[src/common/sfbu_pkg.sv]
// constants and types shared by the status flag and bit operation unit
package sfbu_pkg;

  // ===========================================================================
  // bus geometry
  localparam int          ADDR_W        = 8;
  localparam int          DATA_W        = 32;
  localparam int          REG_W         = 8;
  localparam int          OP_W          = 5;
  localparam int          IDX_W         = 3;
  localparam int          CNT_W         = 16;

  // ===========================================================================
  // register byte offsets
  localparam logic [ADDR_W-1:0] CMD_OFS   = 8'h00;
  localparam logic [ADDR_W-1:0] DEST_OFS  = 8'h04;
  localparam logic [ADDR_W-1:0] SRC_OFS   = 8'h08;
  localparam logic [ADDR_W-1:0] FLAGS_OFS = 8'h0c;
  localparam logic [ADDR_W-1:0] STAT_OFS  = 8'h10;

  // ===========================================================================
  // field positions
  localparam int          CMD_OP_LSB    = 0;
  localparam int          CMD_IDX_LSB   = 8;
  localparam int          STAT_ILL_BIT  = 16;

  // status flag bit positions
  localparam int          FLAG_C        = 0;
  localparam int          FLAG_Z        = 1;
  localparam int          FLAG_N        = 2;
  localparam int          FLAG_V        = 3;
  localparam int          FLAG_S        = 4;
  localparam int          FLAG_H        = 5;
  localparam int          FLAG_T        = 6;
  localparam int          FLAG_I        = 7;

  // ===========================================================================
  // reset values
  localparam logic [REG_W-1:0] FLAGS_RST  = 8'h00;
  localparam logic [REG_W-1:0] DEST_RST   = 8'h00;
  localparam logic [REG_W-1:0] SRC_RST    = 8'h00;
  localparam logic [OP_W-1:0]  OP_RST     = 5'h1f;
  localparam logic [CNT_W-1:0] CNT_RST    = 16'h0000;

  // ===========================================================================
  // operation codes
  localparam logic [OP_W-1:0] ARITH_SHIFT_RIGHT_OP   = 5'h00;
  localparam logic [OP_W-1:0] NIBBLE_SWAP_OP         = 5'h01;
  localparam logic [OP_W-1:0] FLAG_SET_BY_INDEX_OP   = 5'h02;
  localparam logic [OP_W-1:0] FLAG_CLEAR_BY_INDEX_OP = 5'h03;
  localparam logic [OP_W-1:0] BIT_TO_TRANSFER_OP     = 5'h04;
  localparam logic [OP_W-1:0] TRANSFER_TO_BIT_OP     = 5'h05;
  localparam logic [OP_W-1:0] CARRY_SET_OP           = 5'h06;
  localparam logic [OP_W-1:0] CARRY_CLEAR_OP         = 5'h07;
  localparam logic [OP_W-1:0] NEGATIVE_SET_OP        = 5'h08;
  localparam logic [OP_W-1:0] NEGATIVE_CLEAR_OP      = 5'h09;
  localparam logic [OP_W-1:0] ZERO_SET_OP            = 5'h0a;
  localparam logic [OP_W-1:0] ZERO_CLEAR_OP          = 5'h0b;
  localparam logic [OP_W-1:0] GLOBAL_IRQ_ENABLE_OP   = 5'h0c;
  localparam logic [OP_W-1:0] GLOBAL_IRQ_DISABLE_OP  = 5'h0d;
  localparam logic [OP_W-1:0] SIGN_SET_OP            = 5'h0e;
  localparam logic [OP_W-1:0] SIGN_CLEAR_OP          = 5'h0f;
  localparam logic [OP_W-1:0] OVERFLOW_SET_OP        = 5'h10;
  localparam logic [OP_W-1:0] OVERFLOW_CLEAR_OP      = 5'h11;
  localparam logic [OP_W-1:0] TRANSFER_BIT_SET_OP    = 5'h12;
  localparam logic [OP_W-1:0] TRANSFER_BIT_CLEAR_OP  = 5'h13;
  localparam logic [OP_W-1:0] HALF_CARRY_SET_OP      = 5'h14;
  localparam logic [OP_W-1:0] HALF_CARRY_CLEAR_OP    = 5'h15;

  // ===========================================================================
  // bus responses and channel states
  localparam logic [1:0]  RESP_OKAY     = 2'b00;
  localparam logic [1:0]  RESP_SLVERR   = 2'b10;

  typedef enum logic [1:0] {WS_COLLECT = 2'b01, WS_RESP = 2'b10} sfbu_wr_state_type;
  typedef enum logic [1:0] {RS_ADDR = 2'b01, RS_DATA = 2'b10} sfbu_rd_state_type;

endpackage : sfbu_pkg

[src/hw/sfbu_data_ops.sv]
// register data path: shift right, nibble swap and transfer-bit load
`timescale 1ns/1ns
module sfbu_data_ops (
  input  wire logic [sfbu_pkg::OP_W-1:0]  op,
  input  wire logic [sfbu_pkg::IDX_W-1:0] bit_idx,
  input  wire logic [sfbu_pkg::REG_W-1:0] dest,
  input  wire logic                       t_bit,
  output logic      [sfbu_pkg::REG_W-1:0] result,
  output logic                            asr_c,
  output logic                            asr_z,
  output logic                            asr_n,
  output logic                            asr_v
);
  import sfbu_pkg::*;

  logic [REG_W-1:0] shifted;

  // ===========================================================================
  // shift: each bit takes its upper neighbour, top bit keeps the sign
  genvar g;
  generate
    for (g = 0; g < REG_W - 1; g++) begin : g_shift
      assign shifted[g] = dest[g+1];                                 // [RULE_01]
    end
  endgenerate
  assign shifted[REG_W-1] = dest[REG_W-1];                          // [RULE_15]

  always_comb begin
    result = dest;
    asr_c  = dest[0];                                                // [RULE_01]
    asr_n  = shifted[REG_W-1];
    asr_z  = (shifted == '0);
    asr_v  = asr_n ^ asr_c;
    case (op)
      ARITH_SHIFT_RIGHT_OP: result = shifted;                        // [RULE_01]
      NIBBLE_SWAP_OP:       result = {dest[3:0], dest[7:4]};         // [RULE_02]
      TRANSFER_TO_BIT_OP:   result[bit_idx] = t_bit;                 // [RULE_05]
      default:              result = dest;
    endcase
  end

endmodule : sfbu_data_ops

[src/hw/sfbu_flag_ops.sv]
// next value of the status flags for every operation of the unit
`timescale 1ns/1ns
module sfbu_flag_ops (
  input  wire logic [sfbu_pkg::OP_W-1:0]  op,
  input  wire logic [sfbu_pkg::IDX_W-1:0] bit_idx,
  input  wire logic [sfbu_pkg::REG_W-1:0] flags,
  input  wire logic [sfbu_pkg::REG_W-1:0] src,
  input  wire logic                       asr_c,
  input  wire logic                       asr_z,
  input  wire logic                       asr_n,
  input  wire logic                       asr_v,
  output logic      [sfbu_pkg::REG_W-1:0] next_flags,
  output logic                            legal
);
  import sfbu_pkg::*;

  always_comb begin
    next_flags = flags;
    legal      = 1'b1;
    case (op)
      ARITH_SHIFT_RIGHT_OP: begin
        next_flags[FLAG_Z] = asr_z;                                  // [RULE_01]
        next_flags[FLAG_C] = asr_c;
        next_flags[FLAG_N] = asr_n;
        next_flags[FLAG_V] = asr_v;
      end
      NIBBLE_SWAP_OP, TRANSFER_TO_BIT_OP: next_flags = flags;        // [RULE_05]
      FLAG_SET_BY_INDEX_OP:   next_flags[bit_idx] = 1'b1;            // [RULE_03]
      FLAG_CLEAR_BY_INDEX_OP: next_flags[bit_idx] = 1'b0;            // [RULE_03]
      BIT_TO_TRANSFER_OP:     next_flags[FLAG_T] = src[bit_idx];     // [RULE_04]
      CARRY_SET_OP:           next_flags[FLAG_C] = 1'b1;             // [RULE_06]
      CARRY_CLEAR_OP:         next_flags[FLAG_C] = 1'b0;             // [RULE_06]
      NEGATIVE_SET_OP:        next_flags[FLAG_N] = 1'b1;             // [RULE_07]
      NEGATIVE_CLEAR_OP:      next_flags[FLAG_N] = 1'b0;             // [RULE_07]
      ZERO_SET_OP:            next_flags[FLAG_Z] = 1'b1;             // [RULE_08]
      ZERO_CLEAR_OP:          next_flags[FLAG_Z] = 1'b0;             // [RULE_08]
      GLOBAL_IRQ_ENABLE_OP:   next_flags[FLAG_I] = 1'b1;             // [RULE_09]
      GLOBAL_IRQ_DISABLE_OP:  next_flags[FLAG_I] = 1'b0;             // [RULE_09]
      SIGN_SET_OP:            next_flags[FLAG_S] = 1'b1;             // [RULE_10]
      SIGN_CLEAR_OP:          next_flags[FLAG_S] = 1'b0;             // [RULE_10]
      OVERFLOW_SET_OP:        next_flags[FLAG_V] = 1'b1;             // [RULE_11]
      OVERFLOW_CLEAR_OP:      next_flags[FLAG_V] = 1'b0;             // [RULE_11]
      TRANSFER_BIT_SET_OP:    next_flags[FLAG_T] = 1'b1;             // [RULE_12]
      TRANSFER_BIT_CLEAR_OP:  next_flags[FLAG_T] = 1'b0;             // [RULE_12]
      HALF_CARRY_SET_OP:      next_flags[FLAG_H] = 1'b1;             // [RULE_13]
      HALF_CARRY_CLEAR_OP:    next_flags[FLAG_H] = 1'b0;             // [RULE_13]
      default:                legal = 1'b0;
    endcase
  end

endmodule : sfbu_flag_ops

[src/hw/sfbu_top.sv]
// status flag and bit operation unit with its register slave
//
// Notes on behaviour
// RULE_01 - Shift right moves bits 7..1 down into 6..0 and updates zero, carry, negative and overflow.
// RULE_02 - Nibble swap exchanges the low and high four bits of the destination in one step.
// RULE_03 - Indexed flag set or clear drives the selected status bit to one or zero, others untouched.
// RULE_04 - Bit store copies the selected source bit into the transfer flag and touches no other flag.
// RULE_05 - Bit load writes the transfer flag into the selected destination bit, keeping other bits and all flags.
// RULE_06 - Carry set and clear force only the carry flag.
// RULE_07 - Negative set and clear force only the negative flag.
// RULE_08 - Zero set and clear force only the zero flag.
// RULE_09 - Interrupt enable sets and disable clears only the global interrupt flag.
// RULE_10 - Sign set and clear force only the sign flag.
// RULE_11 - Overflow set and clear force only the overflow flag.
// RULE_12 - Transfer set and clear force only the transfer flag.
// RULE_13 - Half-carry set and clear force only the half-carry flag.
// RULE_14 - Each operation finishes in one clock and its result is seen by the very next operation.
// RULE_15 - Shift right keeps the top bit of the destination so the sign survives.
`timescale 1ns/1ns
module sfbu_top (
  input  wire logic                          aclk,
  input  wire logic                          aresetn,
  // write address channel
  input  wire logic [sfbu_pkg::ADDR_W-1:0]   awaddr,
  input  wire logic [2:0]                    awprot,
  input  wire logic                          awvalid,
  output logic                               awready,
  // write data channel
  input  wire logic [sfbu_pkg::DATA_W-1:0]   wdata,
  input  wire logic [3:0]                    wstrb,
  input  wire logic                          wvalid,
  output logic                               wready,
  // write response channel
  output logic      [1:0]                    bresp,
  output logic                               bvalid,
  input  wire logic                          bready,
  // read address channel
  input  wire logic [sfbu_pkg::ADDR_W-1:0]   araddr,
  input  wire logic [2:0]                    arprot,
  input  wire logic                          arvalid,
  output logic                               arready,
  // read data channel
  output logic      [sfbu_pkg::DATA_W-1:0]   rdata,
  output logic      [1:0]                    rresp,
  output logic                               rvalid,
  input  wire logic                          rready,
  // core-facing state
  output logic      [sfbu_pkg::REG_W-1:0]    status_flags_register,
  output logic      [sfbu_pkg::REG_W-1:0]    dest_register
);
  import sfbu_pkg::*;

  // ===========================================================================
  // declarations
  sfbu_wr_state_type    wstate;
  sfbu_wr_state_type    next_wstate;
  sfbu_rd_state_type    rstate;
  sfbu_rd_state_type    next_rstate;

  logic                 next_awready;
  logic                 next_wready;
  logic [1:0]           next_bresp;
  logic                 next_bvalid;
  logic [ADDR_W-1:0]    waddr_q;
  logic [ADDR_W-1:0]    next_waddr_q;
  logic [DATA_W-1:0]    wdata_q;
  logic [DATA_W-1:0]    next_wdata_q;
  logic [3:0]           wstrb_q;
  logic [3:0]           next_wstrb_q;
  logic                 wr_commit;

  logic                 next_arready;
  logic [DATA_W-1:0]    next_rdata;
  logic [1:0]           next_rresp;
  logic                 next_rvalid;

  logic [REG_W-1:0]     next_flags;
  logic [REG_W-1:0]     next_dest;
  logic [REG_W-1:0]     src_register;
  logic [REG_W-1:0]     next_src;
  logic [OP_W-1:0]      cmd_op;
  logic [OP_W-1:0]      next_cmd_op;
  logic [IDX_W-1:0]     cmd_idx;
  logic [IDX_W-1:0]     next_cmd_idx;
  logic [CNT_W-1:0]     op_count;
  logic [CNT_W-1:0]     next_op_count;
  logic                 op_illegal;
  logic                 next_op_illegal;

  logic [OP_W-1:0]      exec_op;
  logic [IDX_W-1:0]     exec_idx;
  logic [REG_W-1:0]     alu_result;
  logic [REG_W-1:0]     alu_flags;
  logic                 alu_legal;
  logic                 asr_c;
  logic                 asr_z;
  logic                 asr_n;
  logic                 asr_v;
  logic                 exec_go;

  // ===========================================================================
  // address decode
  function automatic logic addr_mapped(input logic [ADDR_W-1:0] a);
    logic [ADDR_W-1:0] w;
    w = {a[ADDR_W-1:2], 2'b00};
    addr_mapped = (w == CMD_OFS) || (w == DEST_OFS) || (w == SRC_OFS) ||
                  (w == FLAGS_OFS) || (w == STAT_OFS);
  endfunction : addr_mapped

  function automatic logic addr_is(input logic [ADDR_W-1:0] a, input logic [ADDR_W-1:0] ofs);
    addr_is = ({a[ADDR_W-1:2], 2'b00} == ofs);
  endfunction : addr_is

  // ===========================================================================
  // write channel: address and data taken in either order
  always_comb begin
    next_wstate  = wstate;
    next_awready = awready;
    next_wready  = wready;
    next_waddr_q = waddr_q;
    next_wdata_q = wdata_q;
    next_wstrb_q = wstrb_q;
    next_bvalid  = bvalid;
    next_bresp   = bresp;
    wr_commit    = 1'b0;
    case (wstate)
      WS_COLLECT: begin
        if (awvalid && awready) begin
          next_waddr_q = awaddr;
          next_awready = 1'b0;
        end
        if (wvalid && wready) begin
          next_wdata_q = wdata;
          next_wstrb_q = wstrb;
          next_wready  = 1'b0;
        end
        // both halves held: commit now, answer on the next edge
        if (!awready && !wready) begin
          wr_commit   = 1'b1;
          next_bvalid = 1'b1;
          next_bresp  = addr_mapped(waddr_q) ? RESP_OKAY : RESP_SLVERR;
          next_wstate = WS_RESP;
        end
      end
      WS_RESP: begin
        if (bready) begin
          next_bvalid  = 1'b0;
          next_awready = 1'b1;
          next_wready  = 1'b1;
          next_wstate  = WS_COLLECT;
        end
      end
      default: begin
        next_wstate  = WS_COLLECT;
        next_awready = 1'b1;
        next_wready  = 1'b1;
        next_bvalid  = 1'b0;
      end
    endcase
  end

  always_ff @(posedge aclk) begin
    if (!aresetn) begin
      wstate  <= WS_COLLECT;
      awready <= 1'b1;
      wready  <= 1'b1;
      waddr_q <= '0;
      wdata_q <= '0;
      wstrb_q <= '0;
      bvalid  <= 1'b0;
      bresp   <= RESP_OKAY;
    end else begin
      wstate  <= next_wstate;
      awready <= next_awready;
      wready  <= next_wready;
      waddr_q <= next_waddr_q;
      wdata_q <= next_wdata_q;
      wstrb_q <= next_wstrb_q;
      bvalid  <= next_bvalid;
      bresp   <= next_bresp;
    end
  end

  // ===========================================================================
  // operation datapath
  assign exec_op  = wdata_q[CMD_OP_LSB +: OP_W];
  assign exec_idx = wdata_q[CMD_IDX_LSB +: IDX_W];
  assign exec_go  = wr_commit && addr_is(waddr_q, CMD_OFS) && wstrb_q[0];

  sfbu_data_ops u_data_ops (
    .op      (exec_op),
    .bit_idx (exec_idx),
    .dest    (dest_register),
    .t_bit   (status_flags_register[FLAG_T]),
    .result  (alu_result),
    .asr_c   (asr_c),
    .asr_z   (asr_z),
    .asr_n   (asr_n),
    .asr_v   (asr_v)
  );

  sfbu_flag_ops u_flag_ops (
    .op         (exec_op),
    .bit_idx    (exec_idx),
    .flags      (status_flags_register),
    .src        (src_register),
    .asr_c      (asr_c),
    .asr_z      (asr_z),
    .asr_n      (asr_n),
    .asr_v      (asr_v),
    .next_flags (alu_flags),
    .legal      (alu_legal)
  );

  // ===========================================================================
  // architectural state: operands, flags, command record
  always_comb begin
    next_dest       = dest_register;
    next_src        = src_register;
    next_flags      = status_flags_register;
    next_cmd_op     = cmd_op;
    next_cmd_idx    = cmd_idx;
    next_op_count   = op_count;
    next_op_illegal = op_illegal;
    if (exec_go) begin
      next_cmd_op  = exec_op;
      next_cmd_idx = exec_idx;
      // unknown codes leave operands and flags alone
      if (alu_legal) begin
        next_dest       = alu_result;                                // [RULE_14]
        next_flags      = alu_flags;                                 // [RULE_14]
        next_op_count   = op_count + 16'h0001;
        next_op_illegal = 1'b0;
      end else begin
        next_op_illegal = 1'b1;
      end
    end else if (wr_commit && wstrb_q[0]) begin
      if (addr_is(waddr_q, DEST_OFS)) begin
        next_dest = wdata_q[REG_W-1:0];
      end
      if (addr_is(waddr_q, SRC_OFS)) begin
        next_src = wdata_q[REG_W-1:0];
      end
      if (addr_is(waddr_q, FLAGS_OFS)) begin
        next_flags = wdata_q[REG_W-1:0];
      end
    end
  end

  always_ff @(posedge aclk) begin
    if (!aresetn) begin
      dest_register         <= DEST_RST;
      src_register          <= SRC_RST;
      status_flags_register <= FLAGS_RST;
      cmd_op                <= OP_RST;
      cmd_idx               <= '0;
      op_count              <= CNT_RST;
      op_illegal            <= 1'b0;
    end else begin
      dest_register         <= next_dest;
      src_register          <= next_src;
      status_flags_register <= next_flags;
      cmd_op                <= next_cmd_op;
      cmd_idx               <= next_cmd_idx;
      op_count              <= next_op_count;
      op_illegal            <= next_op_illegal;
    end
  end

  // ===========================================================================
  // read channel: data sampled when the address is taken
  always_comb begin
    next_rstate  = rstate;
    next_arready = arready;
    next_rdata   = rdata;
    next_rresp   = rresp;
    next_rvalid  = rvalid;
    case (rstate)
      RS_ADDR: begin
        if (arvalid && arready) begin
          next_arready = 1'b0;
          next_rvalid  = 1'b1;
          next_rresp   = addr_mapped(araddr) ? RESP_OKAY : RESP_SLVERR;
          next_rdata   = '0;
          if (addr_is(araddr, CMD_OFS)) begin
            next_rdata[CMD_OP_LSB +: OP_W]   = cmd_op;
            next_rdata[CMD_IDX_LSB +: IDX_W] = cmd_idx;
          end
          if (addr_is(araddr, DEST_OFS)) begin
            next_rdata[REG_W-1:0] = dest_register;
          end
          if (addr_is(araddr, SRC_OFS)) begin
            next_rdata[REG_W-1:0] = src_register;
          end
          if (addr_is(araddr, FLAGS_OFS)) begin
            next_rdata[REG_W-1:0] = status_flags_register;
          end
          if (addr_is(araddr, STAT_OFS)) begin
            next_rdata[CNT_W-1:0]   = op_count;
            next_rdata[STAT_ILL_BIT] = op_illegal;
          end
          next_rstate = RS_DATA;
        end
      end
      RS_DATA: begin
        if (rready) begin
          next_rvalid  = 1'b0;
          next_arready = 1'b1;
          next_rstate  = RS_ADDR;
        end
      end
      default: begin
        next_rstate  = RS_ADDR;
        next_arready = 1'b1;
        next_rvalid  = 1'b0;
      end
    endcase
  end

  always_ff @(posedge aclk) begin
    if (!aresetn) begin
      rstate  <= RS_ADDR;
      arready <= 1'b1;
      rdata   <= '0;
      rresp   <= RESP_OKAY;
      rvalid  <= 1'b0;
    end else begin
      rstate  <= next_rstate;
      arready <= next_arready;
      rdata   <= next_rdata;
      rresp   <= next_rresp;
      rvalid  <= next_rvalid;
    end
  end

endmodule : sfbu_top

[config.mk]
export PLATFORM = sky130hd
export DESIGN_NAME = sfbu_top
export DESIGN_NICKNAME = d
export VERILOG_FILES = /design/src/common/sfbu_pkg.sv /design/src/hw/sfbu_data_ops.sv /design/src/hw/sfbu_flag_ops.sv /design/src/hw/sfbu_top.sv
export SDC_FILE = /design/constraint.sdc
export NUM_CORES = 1
export LEC_CHECK = 0
export ABC_AREA = 1
export BUFFER_PORTS_ARGS = -buffer_cell sky130_fd_sc_hd__buf_2
export CORE_ASPECT_RATIO = 0.8
export CORE_MARGIN = 4
export CORE_UTILIZATION = 50
export DETAILED_ROUTE_END_ITERATION = 12
export GPL_ROUTABILITY_DRIVEN = 0
export MAX_ROUTING_LAYER = met4
export PLACE_DENSITY_LB_ADDON = 0.3
export SETUP_SLACK_MARGIN = 0.2
export SYNTH_ARGS = -nofsm -noshare
export SYNTH_HDL_FRONTEND = slang
export SYNTH_SLANG_ARGS = --single-unit
[constraint.sdc]
create_clock -name aclk -period 1.9 [get_ports aclk]
set_input_delay 0.475 -clock aclk [delete_from_list [all_inputs] [get_ports aclk]]
set_output_delay 0.475 -clock aclk [all_outputs]
set_load 0.01 [all_outputs]
==> impl_metrics.env <==
export IMPL_final_common_cell="nand2_1"
export IMPL_core_region_area_sq_um=10410
export IMPL_yosysUniqueCellTypes=44
export IMPL_worstPathMaxFanout=10
export IMPL_wl_met3_um=1810
export IMPL_dp_cells=1030
export IMPL_fin_crit_sh=0.8801
export IMPL_grt_pass1_wl_um=24810
export IMPL_slowest_delay_ns=0.39
export IMPL_finalNetCount=979
export IMPL_stdcell_count=1057
export IMPL_dieArea_sq_um=12580
export IMPL_grt_start_max_net_pins=61
export IMPL_clock_fmax_mhz=598.0
export IMPL_antenna_found_initial=0
export IMPL_syn_area_sq_um=5418
export IMPL_cts_buffer_depth=2
export IMPL_final_setup_viol_count=0
export IMPL_drc_errors=0
export IMPL_crit_type="reg -> reg"
export IMPL_synth_edff_count=0
export IMPL_drt_initial_drc_count=769
export IMPL_slew_violations=0
export IMPL_ir_drop_mv=0.6000
export IMPL_clock_skew_ns=0.004404
export IMPL_synth_seq_cells=92
export IMPL_synth_main_ff_cell="dfxtp_1"
export IMPL_place_hpwl_um=11590
export IMPL_synthArstFlopShare=0
export IMPL_totalWireLength_um=16190
export IMPL_globalRouteOverflowTotal=0
export IMPL_layout_common_cells="nand2_1 (224), dfxtp_1 (84), a21oi_1 (77), inv_1 (76), nor2_1 (75)"
export IMPL_clk_pin_slew_worst_paths_ns=0.06
export IMPL_postSynthAreaPerCell_sq_um=6.543
export IMPL_clk_latency_ns=0.34
export IMPL_wirelength_met1_um=7252
export IMPL_period_needed_ns=1.672
export IMPL_cts_tree="built"
export IMPL_portBuffers=70
export IMPL_status="finished clean"
export IMPL_maxUsedRoutingLayer="met4"
export IMPL_hold_class="in -> reg"
export IMPL_crit_arrival_ns=1.90
export IMPL_synthCells=828
export IMPL_ant_nets=0
export IMPL_die_h_um=101.1
export IMPL_firstDrtPassIters=6
export IMPL_gr_usage_all_layers=0.2508
export IMPL_boundaryPins=122
export IMPL_clockRootBuffer="clkbuf_16"
export IMPL_drive_gt1_frac=0.2137
export IMPL_detail_route_wl_per_cell_um=15.31
export IMPL_grt_pass1_vias=4857
export IMPL_rows=33
export IMPL_numCtsBuffers=9
export IMPL_multi_input_area_sq_um=3152
export IMPL_antenna_diode_count=0
export IMPL_path_cells="inv_4, nor2_4, nand2_1, nand3_2, nor2_4, nand2_2, nand2_8, inv_4, nand2_1, o21ai_0, nor2_1"
export IMPL_start_kind="flip-flop"
export IMPL_clock_sinks=92
export IMPL_fill_cells=980
export IMPL_via_per_inst=5.426
export IMPL_finalHoldViolCount=0
export IMPL_num_vias=5735
export IMPL_tns_ns=0
export IMPL_yosysSeqAreaShare=0.3400
export IMPL_htreeDepth=3
export IMPL_power_density_nw_per_um2=701.7
export IMPL_cp_required_ns=2.13
export IMPL_final_seq_area_sq_um=1859
export IMPL_yosys_warnings=0
export IMPL_whs_ns=0.3867
export IMPL_rsz0062_at_grt="yes"
export IMPL_wl_met2_um=6798
export IMPL_p_leak_nw=2.882
export IMPL_endpoint_kind="flip-flop"
export IMPL_initial_utilization=0.5207
export IMPL_slowest_stage="dfxtp_4"
export IMPL_die_w_um=124.4
export IMPL_max_cap_violations=0
export IMPL_area_growth_pct=19.21
[final timing paths]
kind / cells past startpoint / from / slack (ns) / end
hold / removal: 3 / awaddr[7] / 0.39 / waddr_q[7]
hold reg to reg: 2 / op_count[14] / 0.47 / op_count[14]
setup reg to reg: 11 / wdata_q[1] / 0.23 / op_count[9]
setup / recovery: 11 / wdata_q[1] / 0.23 / op_count[9]
[layout make-up]
type	instances	share of cell area
inverters	92	0.05599
clock inverters	4	0.004068
clock buffers	11	0.03758
flip-flops and latches	92	0.2879
multi-input cells	613	0.4880
repair buffers	105	0.09938
well taps	140	0.02712
[worst max-delay path: cells and delay by family, from the launching register on]
| kind | cells | cell delay [ns] |
|---|---|---|
| simple gates | 8 | 0.81 |
| flops | 1 | 0.39 |
| compound gates | 1 | 0.16 |
| buf+inv | 2 | 0.19 |
[what timing repair did]
action / CTS / global route
buffers inserted: 0 / 10
endpoints found under the setup margin: 26 / 29
hold buffers: 0 / 0
gates resized for setup: 13 / 38
gates cloned: 0 / 2
pin swaps: 1 / 4
[where the power goes]
| group | total [W] | internal [W] | leakage, nW | switching (W) |
|---|---|---|---|---|
| Clock | 0.00165 | 0.000913 | 0.131 | 0.000734 |
| Combinational | 0.000788 | 0.000262 | 2.00 | 0.000526 |
| Sequential | 0.00210 | 0.00201 | 0.753 | 0.0000905 |
[layer usage]
| layer | global-route usage | up-vias |
|---|---|---|
| li1 | - | 2829 |
| met1 | 0.3526 | 2565 |
| met2 | 0.3646 | 303 |
| met3 | 0.06356 | 38 |
| met4 | 0.05392 | 0 |
| met5 | - | - |
[logic make-up (layout without fill, tap and decap cells)]
family | after synthesis | in the layout | synth area share
other | 1 | 17 | 0.0006922
AND/OR/NAND/NOR | 419 | 421 | 0.3550
buffers and inverters | 141 | 212 | 0.1217
flip-flops | 92 | 92 | 0.3400
XOR/XNOR | 9 | 9 | 0.01455
adder cells (fa/ha/maj) | 1 | 1 | 0.002309
AO/OA/AOI/OAI | 165 | 165 | 0.1658
[stage by stage]
| step | setup WS (ns) | cell area, sq um | power (W) | util |
|---|---|---|---|---|
| final | 0.2278 | 6459 | 0.004532 | 0.6207 |
| after global routing | 0.1290 | 6459 | 0.004719 | 0.6207 |
| after CTS | 0.2000 | 6212 | 0.004473 | 0.5970 |
| after detailed placement | 0.09979 | 5904 | 0.002823 | 0.5675 |
| after global placement | 0.1243 | 5904 | 0.002816 | 0.5675 |
| after floorplan | 0.3211 | 5478 | 0.002619 | - |
[cells in the mapped netlist, drive strengths merged (6+ instances only)]
cell,n,area [sq um]
nand2,232,895.8
nor2,96,457.9
dfxtp,92,1842
inv,88,332.8
a21oi,81,409.1
nand3,69,415.4
o21ai,61,305.3
buf,34,255.2
clkbuf,15,56.30
nor3,13,80.08
xor2,8,70.07
o211ai,6,45.04
[sequential cells by signal (all words and copies together), names as in the netlist, 5 cells and up]
| register | cells |
|---|---|
| cmd_op | 5 |
| status_flags_register | 8 |
| wdata_q | 11 |
| op_count | 16 |
| waddr_q | 6 |
| dest_register | 8 |
| rdata | 17 |
| src_register | 8 |
Power figures use the tool's default switching activity.
